$ cat config.mk
export PLATFORM = sky130hd
export DESIGN_NAME = omrc_top
export DESIGN_NICKNAME = d
export VERILOG_FILES = /design/src/hdl/omrc_pkg.sv /design/src/hdl/omrc_top.sv /design/src/hdl/omrc_pin_decode.sv
export VERILOG_INCLUDE_DIRS = /design/src /design/src/hdl
export SDC_FILE = /design/constraint.sdc
export NUM_CORES = 1
export LEC_CHECK = 0
export BUFFER_PORTS_ARGS = -buffer_cell sky130_fd_sc_hd__buf_2
export CORE_ASPECT_RATIO = 0.8
export CORE_MARGIN = 10
export CORE_UTILIZATION = 50
export DETAILED_ROUTE_END_ITERATION = 10
export PLACE_DENSITY = 0.91
export SLEW_MARGIN = 30
export SYNTH_ARGS = -nofsm -noshare
export SYNTH_HDL_FRONTEND = slang
export SYNTH_SLANG_ARGS = --single-unit
$ cat constraint.sdc
create_clock -name CLOCK -period 1.8 [get_ports CLOCK]
set_input_delay 0.18 -clock CLOCK [delete_from_list [all_inputs] [get_ports CLOCK]]
set_output_delay 0.18 -clock CLOCK [all_outputs]
set_load 0.01 [all_outputs]
$ cat src/hdl/omrc_consts.svh
// Register offsets, field positions, reset values and write masks for the oscillator control.
`ifndef OMRC_CONSTS_SVH
`define OMRC_CONSTS_SVH
`define OMRC_ADDR_PIN_MODE 4'h0
`define OMRC_ADDR_RUN_CTRL 4'h1
`define OMRC_ADDR_STATUS 4'h2
`define OMRC_PIN_MODE_RESET 8'h00
`define OMRC_RUN_CTRL_RESET 8'hC1
`define OMRC_RUN_CTRL_MASK 8'hC3
`define OMRC_PIN_MODE_MASK 8'hF7
`define OMRC_MAIN_MODE_HI 7
`define OMRC_MAIN_MODE_LO 6
`define OMRC_SUB_MODE_HI 5
`define OMRC_SUB_MODE_LO 4
`define OMRC_DRIVE_HI 2
`define OMRC_DRIVE_LO 1
`define OMRC_RANGE_BIT 0
`define OMRC_MAIN_HALT_BIT 7
`define OMRC_SUB_HALT_BIT 6
`define OMRC_MID_RUN_BIT 1
`define OMRC_FAST_HALT_BIT 0
`define OMRC_DRIVE_PROHIBITED 2'h3
`endif

$ cat src/hdl/omrc_pkg.sv
// Types shared by the oscillator mode and run control block.
package omrc_pkg;
    typedef enum logic [1:0] {
        OMRC_PIN_PORT,
        OMRC_PIN_OSC,
        OMRC_PIN_EXT
    } omrc_pin_mode_type;

    typedef enum logic [1:0] {
        OMRC_DRV_LOW_POWER,
        OMRC_DRV_NORMAL,
        OMRC_DRV_ULTRA_LOW
    } omrc_drive_type;

    typedef struct packed {
        logic osc_enable;
        logic ext_clock_accept;
        logic in_pin_is_port;
        logic out_pin_is_port;
    } omrc_pin_ctrl_type;

    typedef struct packed {
        logic [7:0] pin_mode_cfg_r;
        logic [7:0] run_ctrl_r;
        logic [7:0] rdata_r;
        logic bad_drive_write_r;
    } omrc_state_type;
endpackage : omrc_pkg

$ cat src/hdl/omrc_top.sv
// Oscillator pin mode configuration and oscillator run control registers.
//
// Overview of operation
// - Main pin mode bits 7-6: 00 or 10 port, 01 resonator on both pins, 11 clock on pin two.
// - Sub pin mode bits 5-4: 00/10 port, 01 crystal on both pins, 11 external clock on pin two.
// - Sub drive bits 2-1: 00 low power default, 01 normal, 10 ultra-low, 11 never written.
// - Range bit 0 selects 1 to 10 MHz when 0 and above 10 up to 20 MHz when 1.
// - Main halt at 0 runs the resonator or accepts the clock, at 1 stops it; port unaffected.
// - Run control: main halt bit 7, sub halt bit 6, middle run bit 1, fast halt bit 0, rest 0.
// - Sub halt at 0 runs the crystal or accepts the clock, else stops it; port mode unaffected.
// - Middle run bit stops the middle-speed oscillator at 0 and runs it at 1.
// - Fast halt bit runs the high-speed oscillator at 0 and stops it at 1.
`timescale 1ns/100ps
`include "omrc_consts.svh"
module omrc_top (
    input wire logic CLOCK, // System clock, 250 MHz.
    input wire logic RST, // Asynchronous reset, active high.
    input wire logic [3:0] ADDR, // Register address.
    input wire logic [7:0] WDATA, // Write data.
    input wire logic WR, // Write strobe.
    input wire logic RD, // Read strobe.
    output logic [7:0] RDATA, // Read data, valid the cycle after RD.
    output logic MAIN_OSC_ENABLE, // Main resonator amplifier on.
    output logic MAIN_EXT_CLOCK_ACCEPT, // Main external clock gated through.
    output logic MAIN_IN_IS_PORT, // Main input pin acts as port.
    output logic MAIN_OUT_IS_PORT, // Main output pin acts as port.
    output logic MAIN_HIGH_RANGE, // Main oscillator tuned above 10 MHz.
    output logic SUB_OSC_ENABLE, // Sub crystal amplifier on.
    output logic SUB_EXT_CLOCK_ACCEPT, // Sub external clock gated through.
    output logic SUB_IN_IS_PORT, // Sub input pin acts as port.
    output logic SUB_OUT_IS_PORT, // Sub output pin acts as port.
    output logic [1:0] SUB_DRIVE_MODE, // Sub oscillator drive level.
    output logic MIDDLE_OSC_ENABLE, // Middle-speed on-chip oscillator on.
    output logic FAST_OSC_ENABLE // High-speed on-chip oscillator on.
);
    omrc_pkg::omrc_state_type st_r;
    omrc_pkg::omrc_state_type st_nxt;
    omrc_pkg::omrc_pin_mode_type main_mode;
    omrc_pkg::omrc_pin_mode_type sub_mode;
    omrc_pkg::omrc_pin_ctrl_type main_ctrl;
    omrc_pkg::omrc_pin_ctrl_type sub_ctrl;
    logic [1:0] drive_field;
    logic bad_drive_write;

    // Read mux shared by the register read path.
    function automatic logic [7:0] read_reg(input logic [3:0] a,
                                            input omrc_pkg::omrc_state_type s);
        case (a)
            `OMRC_ADDR_PIN_MODE: read_reg = s.pin_mode_cfg_r;
            `OMRC_ADDR_RUN_CTRL: read_reg = s.run_ctrl_r;
            `OMRC_ADDR_STATUS: read_reg = {7'h00, s.bad_drive_write_r};
            default: read_reg = 8'h00;
        endcase
    endfunction : read_reg

    assign drive_field = WDATA[`OMRC_DRIVE_HI:`OMRC_DRIVE_LO];
    assign bad_drive_write = WR && (ADDR == `OMRC_ADDR_PIN_MODE) &&
                             (drive_field == `OMRC_DRIVE_PROHIBITED);

    // Register writes and reads; a prohibited drive code keeps the old field and flags it.
    always_comb begin
        st_nxt = st_r;
        st_nxt.rdata_r = 8'h00;
        if (WR && ADDR == `OMRC_ADDR_PIN_MODE) begin
            st_nxt.pin_mode_cfg_r = WDATA & `OMRC_PIN_MODE_MASK;
            if (bad_drive_write) begin
                st_nxt.pin_mode_cfg_r[`OMRC_DRIVE_HI:`OMRC_DRIVE_LO] =
                    st_r.pin_mode_cfg_r[`OMRC_DRIVE_HI:`OMRC_DRIVE_LO];
            end
        end
        if (WR && ADDR == `OMRC_ADDR_RUN_CTRL) begin
            st_nxt.run_ctrl_r = WDATA & `OMRC_RUN_CTRL_MASK;
        end
        // Sticky flag: the set wins over a clearing write in the same cycle.
        if (WR && ADDR == `OMRC_ADDR_STATUS && WDATA[0]) begin
            st_nxt.bad_drive_write_r = 1'b0;
        end
        if (bad_drive_write) begin
            st_nxt.bad_drive_write_r = 1'b1;
        end
        if (RD) begin
            st_nxt.rdata_r = read_reg(ADDR, st_r);
        end
    end

    // State register; all oscillators, the high-speed one included, start halted.
    always_ff @(posedge CLOCK or posedge RST) begin
        if (RST) begin
            st_r <= '{pin_mode_cfg_r: `OMRC_PIN_MODE_RESET, run_ctrl_r: `OMRC_RUN_CTRL_RESET,
                      rdata_r: 8'h00, bad_drive_write_r: 1'b0};
        end else begin
            st_r <= st_nxt;
        end
    end

    omrc_pin_decode u_main (
        .mode(st_r.pin_mode_cfg_r[`OMRC_MAIN_MODE_HI:`OMRC_MAIN_MODE_LO]),
        .halt(st_r.run_ctrl_r[`OMRC_MAIN_HALT_BIT]),
        .pin_mode(main_mode),
        .ctrl(main_ctrl)
    );

    omrc_pin_decode u_sub (
        .mode(st_r.pin_mode_cfg_r[`OMRC_SUB_MODE_HI:`OMRC_SUB_MODE_LO]),
        .halt(st_r.run_ctrl_r[`OMRC_SUB_HALT_BIT]),
        .pin_mode(sub_mode),
        .ctrl(sub_ctrl)
    );

    // Outputs come straight from register bits through fixed decode only.
    assign RDATA = st_r.rdata_r;
    assign MAIN_OSC_ENABLE = main_ctrl.osc_enable;
    assign MAIN_EXT_CLOCK_ACCEPT = main_ctrl.ext_clock_accept;
    assign MAIN_IN_IS_PORT = main_ctrl.in_pin_is_port;
    assign MAIN_OUT_IS_PORT = main_ctrl.out_pin_is_port;
    assign MAIN_HIGH_RANGE = st_r.pin_mode_cfg_r[`OMRC_RANGE_BIT];
    assign SUB_OSC_ENABLE = sub_ctrl.osc_enable;
    assign SUB_EXT_CLOCK_ACCEPT = sub_ctrl.ext_clock_accept;
    assign SUB_IN_IS_PORT = sub_ctrl.in_pin_is_port;
    assign SUB_OUT_IS_PORT = sub_ctrl.out_pin_is_port;
    assign SUB_DRIVE_MODE = st_r.pin_mode_cfg_r[`OMRC_DRIVE_HI:`OMRC_DRIVE_LO];
    assign MIDDLE_OSC_ENABLE = st_r.run_ctrl_r[`OMRC_MID_RUN_BIT];
    assign FAST_OSC_ENABLE = !st_r.run_ctrl_r[`OMRC_FAST_HALT_BIT];

    // Checks on decode and register behaviour; the decoded modes are read only here.
    // Main oscillation decode.
    main_osc_mode_a: assert property (@(posedge CLOCK) disable iff (RST)
        MAIN_OSC_ENABLE |-> (st_r.pin_mode_cfg_r[7:6] == 2'h1) && !MAIN_IN_IS_PORT)
        else $error("Main resonator enabled outside oscillation mode.");
    main_ext_mode_a: assert property (@(posedge CLOCK) disable iff (RST)
        (st_r.pin_mode_cfg_r[7:6] == 2'h3) |-> MAIN_IN_IS_PORT && !MAIN_OUT_IS_PORT)
        else $error("Main external clock mode pins wrong.");
    main_port_mode_a: assert property (@(posedge CLOCK) disable iff (RST)
        !st_r.pin_mode_cfg_r[6] |-> main_mode == omrc_pkg::OMRC_PIN_PORT &&
            MAIN_IN_IS_PORT && MAIN_OUT_IS_PORT && !MAIN_OSC_ENABLE && !MAIN_EXT_CLOCK_ACCEPT)
        else $error("Main pins not ports in port mode.");
    sub_port_mode_a: assert property (@(posedge CLOCK) disable iff (RST)
        (st_r.pin_mode_cfg_r[4] == 1'b0) |-> SUB_IN_IS_PORT && SUB_OUT_IS_PORT && !SUB_OSC_ENABLE)
        else $error("Sub pins not ports in port mode.");
    sub_osc_mode_a: assert property (@(posedge CLOCK) disable iff (RST)
        (st_r.pin_mode_cfg_r[5:4] == 2'h1) |-> sub_mode == omrc_pkg::OMRC_PIN_OSC &&
            !SUB_IN_IS_PORT && !SUB_OUT_IS_PORT && !SUB_EXT_CLOCK_ACCEPT)
        else $error("Sub pins not given to the crystal in oscillation mode.");
    sub_ext_mode_a: assert property (@(posedge CLOCK) disable iff (RST)
        (st_r.pin_mode_cfg_r[5:4] == 2'h3) |-> sub_mode == omrc_pkg::OMRC_PIN_EXT &&
            SUB_IN_IS_PORT && !SUB_OUT_IS_PORT && !SUB_OSC_ENABLE)
        else $error("Sub external clock mode pins wrong.");
    drive_legal_a: assert property (@(posedge CLOCK) disable iff (RST)
        bad_drive_write |=> $stable(SUB_DRIVE_MODE) && st_r.bad_drive_write_r)
        else $error("Prohibited drive code reached the oscillator.");
    drive_code_a: assert property (@(posedge CLOCK) disable iff (RST)
        SUB_DRIVE_MODE != `OMRC_DRIVE_PROHIBITED)
        else $error("Prohibited drive code shown to the oscillator.");
    flag_clear_a: assert property (@(posedge CLOCK) disable iff (RST)
        (WR && ADDR == `OMRC_ADDR_STATUS && WDATA[0]) |=> !st_r.bad_drive_write_r)
        else $error("Prohibited drive flag not cleared.");
    range_write_a: assert property (@(posedge CLOCK) disable iff (RST)
        (WR && ADDR == `OMRC_ADDR_PIN_MODE) |=> MAIN_HIGH_RANGE == $past(WDATA[0]))
        else $error("Range bit did not follow write.");
    main_halt_a: assert property (@(posedge CLOCK) disable iff (RST)
        st_r.run_ctrl_r[7] |-> !MAIN_OSC_ENABLE && !MAIN_EXT_CLOCK_ACCEPT)
        else $error("Main oscillator active while halted.");
    main_run_a: assert property (@(posedge CLOCK) disable iff (RST)
        (st_r.pin_mode_cfg_r[6] && !st_r.run_ctrl_r[7]) |->
            (MAIN_OSC_ENABLE != MAIN_EXT_CLOCK_ACCEPT))
        else $error("Main source not running while released.");
    run_reserved_a: assert property (@(posedge CLOCK) disable iff (RST)
        (RD && ADDR == `OMRC_ADDR_RUN_CTRL) |=> RDATA[5:2] == 4'h0)
        else $error("Reserved run control bits read non-zero.");
    run_write_a: assert property (@(posedge CLOCK) disable iff (RST)
        (WR && ADDR == `OMRC_ADDR_RUN_CTRL) |=>
            st_r.run_ctrl_r == ($past(WDATA) & `OMRC_RUN_CTRL_MASK))
        else $error("Run control write did not land.");
    sub_halt_a: assert property (@(posedge CLOCK) disable iff (RST)
        (st_r.pin_mode_cfg_r[5:4] == 2'h3 && !st_r.run_ctrl_r[6]) |-> SUB_EXT_CLOCK_ACCEPT)
        else $error("Sub external clock not accepted while running.");
    sub_stop_a: assert property (@(posedge CLOCK) disable iff (RST)
        st_r.run_ctrl_r[6] |-> !SUB_OSC_ENABLE && !SUB_EXT_CLOCK_ACCEPT)
        else $error("Sub oscillator active while halted.");
    middle_run_a: assert property (@(posedge CLOCK) disable iff (RST)
        (WR && ADDR == `OMRC_ADDR_RUN_CTRL) |=> MIDDLE_OSC_ENABLE == $past(WDATA[1]))
        else $error("Middle oscillator enable did not follow write.");
    middle_stop_a: assert property (@(posedge CLOCK) disable iff (RST)
        !st_r.run_ctrl_r[`OMRC_MID_RUN_BIT] |-> !MIDDLE_OSC_ENABLE)
        else $error("Middle oscillator running while disabled.");
    fast_halt_a: assert property (@(posedge CLOCK) disable iff (RST)
        (WR && ADDR == `OMRC_ADDR_RUN_CTRL) |=> FAST_OSC_ENABLE == !$past(WDATA[0]))
        else $error("Fast oscillator halt did not follow write.");
    fast_stop_a: assert property (@(posedge CLOCK) disable iff (RST)
        st_r.run_ctrl_r[`OMRC_FAST_HALT_BIT] |-> !FAST_OSC_ENABLE)
        else $error("Fast oscillator running while halted.");
    // Read data stand for one cycle only, so a stale value cannot be taken twice.
    rdata_idle_a: assert property (@(posedge CLOCK) disable iff (RST)
        !RD |=> RDATA == 8'h00)
        else $error("Read data shown without a read.");
    // Main scenarios worth seeing at least once.
    cover_main_osc: cover property (@(posedge CLOCK) disable iff (RST) MAIN_OSC_ENABLE);
    cover_sub_ext: cover property (@(posedge CLOCK) disable iff (RST) SUB_EXT_CLOCK_ACCEPT);
    cover_bad_drive: cover property (@(posedge CLOCK) disable iff (RST) bad_drive_write);
    cover_fast_off: cover property (@(posedge CLOCK) disable iff (RST) !FAST_OSC_ENABLE);
    cover_flag_clear: cover property (@(posedge CLOCK) disable iff (RST)
        WR && ADDR == `OMRC_ADDR_STATUS && st_r.bad_drive_write_r);
endmodule : omrc_top

$ cat src/hdl/omrc_pin_decode.sv
// Decoder from a pin mode field and a halt bit to pin and oscillator controls.
`timescale 1ns/100ps
module omrc_pin_decode (
    input wire logic [1:0] mode, // Two-bit pin mode field.
    input wire logic halt, // Oscillator halt bit.
    output omrc_pkg::omrc_pin_mode_type pin_mode, // Decoded mode.
    output omrc_pkg::omrc_pin_ctrl_type ctrl // Pin and oscillator controls.
);
    // Codes 00 and 10 both mean port mode; only the low bit enables the pins.
    always_comb begin
        case (mode)
            2'h1: pin_mode = omrc_pkg::OMRC_PIN_OSC;
            2'h3: pin_mode = omrc_pkg::OMRC_PIN_EXT;
            default: pin_mode = omrc_pkg::OMRC_PIN_PORT;
        endcase
    end

    // The halt bit has no effect in port mode, so the pins stay ports.
    always_comb begin
        ctrl.osc_enable = (pin_mode == omrc_pkg::OMRC_PIN_OSC) && !halt;
        ctrl.ext_clock_accept = (pin_mode == omrc_pkg::OMRC_PIN_EXT) && !halt;
        ctrl.in_pin_is_port = (pin_mode != omrc_pkg::OMRC_PIN_OSC);
        ctrl.out_pin_is_port = (pin_mode == omrc_pkg::OMRC_PIN_PORT);
    end
endmodule : omrc_pin_decode

Word-level counts from Yosys, hierarchy flattened
Cells that the tools add are included.
- bits in registers: 20
- input port bits: 16
- output and inout bits: 21
- word-level logic and storage cells: 42
- equal/unequal tests: 13
- muxes and demuxes: 6
- bitwise logic cells: 1
- reduce and logical (&&, ||, !) cells: 17
- operators with widths (operator ; count):
    case mux 8 bit (3 select lines) ; 1
    == test 2 bit (second input constant) ; 5
    logical AND 1 bit ; 9
    == test 2 x 1 -> 1 bit (second input constant) ; 4
    2-to-1 mux 8 bit ; 1
    case mux 2 bit (2 select lines) ; 2
    == test 4 x 1 -> 1 bit (second input constant) ; 1
    == test 4 x 2 -> 1 bit (second input constant) ; 1
    logical NOT 2 bit ; 2
    logical NOT 4 bit ; 1
    != test 2 x 1 -> 1 bit (second input constant) ; 2
    logical NOT 1 bit ; 3
    2-to-1 mux 1 bit ; 2
    AND reduction 2 bit ; 1
    nonzero test 2 bit ; 1
    inverter 1 bit ; 1

Logic depth before layout (Yosys ltp)
Gate-level depths: netlist (run 1).
- depth after elaboration: 5
- gate-level depth with buffers: 4
- depth with buffers taken out: 3

Cells and area by module
A second synthesis (run 1) with hierarchy kept.
- cell total of the unflattened synthesis: 82
- area total of the unflattened synthesis: 958.4 µm²
- modules (own cells, without submodules) (module ; instances ; cells each ; area an instance (µm²) ; seq. area each (µm²)):
    omrc_top ; 1 ; 70 ; 868.3 ; 479.2
    omrc_pin_decode ; 2 ; 6 ; 45.0 ; 0.0

Worst setup path before layout (run 1)
No wires, ideal clock.
- kind: input to register
- from: input port ADDR[0]
- to: register st_r, in the netlist MAIN_HIGH_RANGE
- setup time: 0.125 ns
- arrival time: 0.895 ns
- data required time: 1.675 ns
- setup slack: 0.780 ns
- stages: 4
- buffers on the path: 1
- cells stage by stage: buf_2 > nor2_1 > nand2_2 > mux2_2
- longest elaborated chain between the ends: 2
- RTL lines (what ; RTL line ; RTL):
    start, declared ; omrc_top.sv:18 ; input wire logic [3:0] ADDR,
    logical NOT 4 bit ; - ;
    logical AND 1 bit (no source line) ; - ;
    end signal, assigned ; omrc_top.sv:89 ; st_r <= '{pin_mode_cfg_r: `OMRC_PIN_MODE_RESET, run_ctrl_r: `OMRC_RUN_CTRL_RESET,
    end signal, assigned ; omrc_top.sv:92 ; st_r <= st_nxt;
    end, declared ; omrc_top.sv:36 ; omrc_pkg::omrc_state_type st_r;
Every way passes these cells.
A chain may end at the register's enable or synchronous reset.

Worst setup path in the final report (run 1)
- from: register st_r[24] in the netlist's numbering
- to: output port MAIN_OSC_ENABLE
- longest elaborated chain between the ends: 4
- elaborated cells on any way between the ends: 5
- classes of those cells: eq/ne (3); mux (1); reduce/logical (1)
- RTL lines (what ; RTL line ; RTL):
    == test 2 bit / == test 2 x 1 -> 1 bit (equally long branches) ; omrc_pin_decode.sv:11 ; case (mode)
    case mux 2 bit (2 select lines) * ; omrc_pin_decode.sv:11 ;
    == test 2 x 1 -> 1 bit * ; omrc_pin_decode.sv:20 ; ctrl.osc_enable = (pin_mode == omrc_pkg::OMRC_PIN_OSC) && !halt;
    logical AND 1 bit * ; omrc_pin_decode.sv:20 ;
    end, declared ; omrc_top.sv:23 ; output logic MAIN_OSC_ENABLE,
Mark *: on every way between the ends. The rest lies on a longest branch, timed or not.

==> out/qor.csv, run 1 <==
stage;metric;value;unit
synth;synth_cells;79;
cells_and_area;seq_area;479;sq um
die;rows;13;
synth;ys_top_cells_by_count;dfrtp_1 (16), buf_4 (10), mux2_2 (9), nor2_1 (9);
detailed_routing;wl_per_cell;15.6;um
place;dp_hpwl;1620;um
synth;synth_top_area_cell;dfrtp_1;
cells_and_area;final_util;63.6;%
detailed_routing;drc;0;
place;io_buffers;34;
die;die_y;58.2;um
detailed_routing;drt-total-wl;2010;um
run_status;status;finished clean;
synth;synth-async-reset-ratio;100;%
detailed_routing;via_per_inst;4.99;
cells_and_area;drive_above_1_share;49.5;%
place;place_ws;0.470;ns
critical_path;cp_slowest_cell;dfrtp_1;
power_and_ir_drop;p_per_area;964;nW/um^2
power_and_ir_drop;vdd_drop_max;0.000769;V
sta;setup_tns;0;ns
power_and_ir_drop;p_comb_share;25.2;%
sta;slew_violations;0;
critical_path;worstSetupStartpointType;register;
cells_and_area;area_delta_synth_final;17.0;%
sta;setup_violations;0;
critical_path;crit_required;1.62;ns
run;max-cap-violations;0;
clocking;path_clk_slew;0.10;ns
synth;yosysMostFrequentCell;dfrtp_1;
cells_and_area;multiInputGateArea;337;sq um
place;dpl.cell_count;124;
global_route;grt_usage;10.4;%
synth;avgSynthCellArea;11.5;sq um
die;ioPinCount;37;
synth;synth_ff_type;dfrtp_1;
clocking;ctsResizeCount;0;
cells_and_area;fin_area;1070;sq um
synth;synth_area_leaders;dfrtp_1 (44%), mux2_2 (11%), dfstp_2 (8.7%), buf_4 (8.2%), mux2i_1 (4.4%);
power_and_ir_drop;p_seq_share;54.3;%
global_route;antenna_found_initial;0;
sta;rsz0062_at_grt;false;
sta;clock_skew;0.00718;ns
place;routabilityCongestion;0.790;
global_route;grt_pass1_vias;662;
sta;fmax;0.786;GHz
synth;synth_fp_nets;95;
detailed_routing;vias;644;
power_and_ir_drop;swShare;30.4;%
power_and_ir_drop;finalPower;1.03;mW
detailed_routing;ant_nets;0;
power_and_ir_drop;internal-power;0.715;mW
die;die_w;67.7;um
global_route;grt_start_max_net_pins;20;
detailed_routing;dr.pass1.iters;6;
clocking;clock_latency;0.30;ns
critical_path;crit_chain;nand2b_1 > nor2_1 > buf_2;
sta;worst_slack;0.527;ns
clocking;cts_tree;built;
cells_and_area;finalNetCount;124;
synth;synth_top_area_share;44.0;%
sta;min_period_over_period;70.7;%
detailed_routing;first_iter_violations;18;
clocking;cts_made_buffers;3;
clocking;cts_buffer_depth;2;
sta;tightest_slew;0.687;ns
place;place_area;1030;sq um
clocking;clkSinkCount;19;
global_route;grt_overflow;0;
hold_path;hold_path_class;input port to register;
sta;holdWs;0.117;ns
critical_path;worst-path-max-fanout;4;
global_route;grt_pass1_wl;3180;um
die;dieArea;3940;sq um
clocking;cts_max_level;1;
critical_path;critPathCaptureType;output port;
synth;synth_area;911;sq um
cells_and_area;fill_cells;145;
die;core;1680;sq um
cells_and_area;fin_cells;129;
power_and_ir_drop;net-switching-power;0.312;mW
synth;yosysWarnings;0;
synth;synthDistinctLibCells;24;
synth;synth-edff-count;0;
clocking;cts_root_buf;clkbuf_4;
power_and_ir_drop;cellLeakagePower;0.570;nW
sta;final_hold_viol_count;0;
synth;ys_seq_area_share;52.6;%
die;start_util;54.4;%
synth;ys_ff_latch;19;
critical_path;worstSetupPathType;register to output port;
critical_path;cp_slowest_stage_delay;0.42;ns
cells_and_area;antenna_cells;0;
power_and_ir_drop;p_clk_share;20.5;%
critical_path;critPathArrivalTime;1.09;ns
sta;layout_min_cycle_time;1.27;ns
sta;relSlewSlack;54.2;%
[timing repair]
| action | in CTS | in global routing |
|---|---|---|
| setup buffers | 0 | 0 |
| hold buffers | 1 | 0 |
| endpoints found under the hold margin | 16 | 0 |
[worst max-delay path: cells and delay by family, from the launching register on]
kind,cells,cell delay (ns)
flip-flops,1,0.42
AND/OR/NAND/NOR,2,0.25
buffers and inverters,1,0.13
[cell families (layout without fill, tap and decap cells)]
logic type | count (synthesis) | after routing | synth area share (%)
other cells | 1 | 1 | 0.412
simple gates | 27 | 27 | 18.0
mux | 13 | 13 | 15.5
buf+inv | 15 | 43 | 10.4
flops | 19 | 19 | 52.6
compound gates | 4 | 4 | 3.02
[state kept, by name, summed over array words and instances (netlist names)]
register,flops
MAIN_HIGH_RANGE,1
MIDDLE_OSC_ENABLE,1
SUB_DRIVE_MODE,2
RDATA,7
st_r,8
[cell type report]
type                    count  area share (%)
clock inverters             1           0.469
repair buffers             35            16.9
multi-input cells          45            31.6
clock buffers               3            2.11
well taps                  22            2.58
flip-flops and latches     19            45.0
inverters                   4            1.41
[per-layer routing]
metal  share of wire (%)  vias to the layer above  global-route usage [%]
met5                   0                        -                       0
met2                  47                       30                    16.7
met4                0.45                        0                   0.877
li1                    -                      309                       -
met3                  11                        2                    5.76
met1                  41                      303                    12.3
[layout by cell type (no fill, tap or decap), types with 2 or more instances in the layout]
master     n
nand2b_1   2
nor2_1     9
inv_1      4
mux2_2     9
nand3b_1   3
clkbuf_4   3
and2_1     3
nand2_1    2
dfstp_2    3
buf_2     34
and3_1     2
dfrtp_1   16
mux2i_1    4
[path summary, 6_finish.rpt]
| check | from | end | slack [ns] | depth (start not counted) |
|---|---|---|---|---|
| worst max-delay path | st_r[24] | MAIN_OSC_ENABLE | 0.53 | 3 |
| max in group asynchronous | RST | st_r[22] | 0.83 | 3 |
| min in group asynchronous | RST | RDATA[2] | 0.53 | 3 |
| worst min-delay path | WDATA[5] | st_r[22] | 0.12 | 2 |
| worst max register to register | st_r[9] | RDATA[0] | 0.76 | 3 |
| worst min register to register | st_r[0] | st_r[0] | 0.51 | 1 |
[power by group through the flow]
stage          Sequential, mW  Combinational [mW]  Clock (mW)
2_1_floorplan           0.555               0.170           0
3_3_place_gp            0.559               0.253           0
3_5_place_dp            0.566               0.262           0
4_1_cts                 0.557               0.265       0.219
5_1_grt                 0.569               0.287       0.239
6_report                0.558               0.259       0.211
No activity file was read; power rests on OpenSTA's default activity.
==> run 2: changes to the inputs <==
--- a/config.mk
+++ b/config.mk
@@ -9,9 +9,9 @@
 export BUFFER_PORTS_ARGS = -buffer_cell sky130_fd_sc_hd__buf_2
 export CORE_ASPECT_RATIO = 0.8
 export CORE_MARGIN = 10
-export CORE_UTILIZATION = 50
+export CORE_UTILIZATION = 46
 export DETAILED_ROUTE_END_ITERATION = 10
-export PLACE_DENSITY = 0.91
+export PLACE_DENSITY = 0.86
 export SLEW_MARGIN = 30
 export SYNTH_ARGS = -nofsm -noshare
 export SYNTH_HDL_FRONTEND = slang
==> constraint.sdc (replaced) <==
create_clock -name CLOCK -period 1.2 [get_ports CLOCK]
set_input_delay 0.12 -clock CLOCK [delete_from_list [all_inputs] [get_ports CLOCK]]
set_output_delay 0.12 -clock CLOCK [all_outputs]
set_load 0.01 [all_outputs]
==> out/qor.csv, run 2 (same netlist as run 1, synthesis figures left out) <==
stage;metric;value;unit
place;place_area;1050;sq um
sta;final_hold_viol_count;0;
sta;clock_skew;0.00384;ns
critical_path;cp_slowest_stage_delay;0.43;ns
critical_path;crit_required;1.08;ns
global_route;grt_pass1_vias;730;
run;max-cap-violations;0;
critical_path;critPathCaptureType;output port;
global_route;grt_overflow;0;
global_route;grt_usage;9.76;%
sta;setup_tns;-0.0100;ns
cells_and_area;antenna_cells;0;
run_status;status;finished with violations;
cells_and_area;final_cell_mix;buf_2 (33), dfrtp_1 (15), mux2_2 (9);
critical_path;worstSetupPathType;register to output port;
cells_and_area;finalNetCount;127;
critical_path;path_delay_family;flip-flops;
cells_and_area;largest_register_ffs;8;
detailed_routing;drt-total-wl;1970;um
hold_path;worstHoldStart;WDATA[4];
critical_path;worstSetupStartpointType;register;
detailed_routing;via_per_inst;4.78;
place;dp_hpwl;1600;um
clocking;cts_made_buffers;3;
sta;worst_slack;-0.00669;ns
critical_path;startpoint;st_r[23];
die;core;1870;sq um
detailed_routing;wl_per_cell;14.7;um
critical_path;cp_slowest_cell;dfrtp_1;
critical_path;path_buf_inv;2;
clocking;clock_latency;0.29;ns
global_route;grt_pass1_wl;3370;um
cells_and_area;mostFrequentLayoutCell;buf_2;
sta;min_period_over_period;101;%
die;dieArea;4170;sq um
critical_path;ff2ff_setup_slack;0.15;ns
clocking;path_clk_slew;0.11;ns
clocking;cts_max_level;1;
cells_and_area;final_util;59.4;%
run_status;violations;negative setup slack;
die;start_util;48.6;%
cells_and_area;fin_area;1110;sq um
cells_and_area;seq_area;480;sq um
global_route;grt_use_met2;16.0;%
die;die_w;69.8;um
sta;fmax;0.829;GHz
cells_and_area;area_delta_synth_final;22.3;%
cells_and_area;fill_cells;159;
global_route;antenna_found_initial;0;
cells_and_area;multiInputGateArea;352;sq um
clocking;cts_buffer_depth;2;
place;place_ws;0.0243;ns
detailed_routing;ant_nets;0;
detailed_routing;drc;0;
power_and_ir_drop;vdd_drop_max;0.00112;V
clocking;cts_tree;built;
detailed_routing;dr.pass1.iters;3;
global_route;grt_start_max_net_pins;12;
clocking;clkSinkCount;19;
sta;layout_min_cycle_time;1.21;ns
die;ioPinCount;37;
power_and_ir_drop;cellLeakagePower;0.591;nW
global_route;use_met3;4.64;%
sta;rsz0062_at_grt;true;
global_route;grt.busiest_layer;met2;
place;routabilityCongestion;0.720;
clocking;cts_root_buf;clkbuf_4;
die;die_y;59.8;um
critical_path;worst-path-max-fanout;4;
cells_and_area;max_flop_register;st_r;
hold_path;hold_path_class;input port to register;
critical_path;r2r_start;st_r[9];
place;io_buffers;34;
critical_path;crit_chain;inv_2 > nor3b_2 > buf_2;
power_and_ir_drop;p_per_area;1440;nW/um^2
critical_path;critPathArrivalTime;1.09;ns
sta;slew_violations;0;
sta;setup_violations;2;
global_route;grtUsageMet1;11.9;%
die;rows;14;
detailed_routing;first_iter_violations;3;
detailed_routing;vias;640;
cells_and_area;drive_above_1_share;56.4;%
power_and_ir_drop;finalPower;1.60;mW
-- run 2: path summary, 6_finish.rpt --
kind,end,cells past startpoint
max,MAIN_EXT_CLOCK_ACCEPT,3
min,st_r[21],2
max reg2reg,RDATA[0],3
min reg2reg,st_r[0],1
max in group asynchronous,MIDDLE_OSC_ENABLE,4
min in group asynchronous,st_r[21],3
-- run 2: final cells by class --
type                            instances  area share (%)
Multi-Input combinational cell         45            31.6
Clock buffer                            3            2.02
Sequential cell                        19            43.1
Tap cell                               24            2.70
Timing Repair Buffer                   38            18.8
Clock inverter                          1           0.449
Inverter                                4            1.35
-- run 2: stage by stage --
| stage | std cells | hold slack (ns) |
|---|---|---|
| finish | 134 | 0.0541 |
| global route | 134 | 0.0379 |
| CTS | 133 | 0.0477 |
| detailed placement | 128 | 0.0949 |
| global placement | 128 | 0.0764 |
| floorplan | 79 | 0.0689 |
-- run 2: worst reg2reg max path, stage by stage, from the launching register on --
cell and delay (ns):
dfstp_2 0.56, mux2i_1 0.07, o21ai_0 0.19, and3_1 0.18
-- run 2: what timing repair did --
item / CTS / global route
buffers inserted: 0 / 1
hold buffers: 1 / 0
gates cloned: 0 / 0
resized for setup: 3 / 4
pin swaps: 0 / 0
hold endpoints to repair: 5 / 0
endpoints found under the setup margin: 3 / 5
-- run 2: power by group --
part / internal, mW / switching [mW] / leakage [nW]
Clock: 0.124 / 0.196 / 0.0177
Sequential: 0.757 / 0.0900 / 0.239
Combinational: 0.228 / 0.205 / 0.335
Total: 1.11 / 0.490 / 0.591
-- run 2: routing by layer --
metal / share of wire (%) / wire length (um)
met2: 45 / 888
met4: 0.30 / 6
met5: 0 / 0
met3: 7.3 / 144
met1: 47 / 930
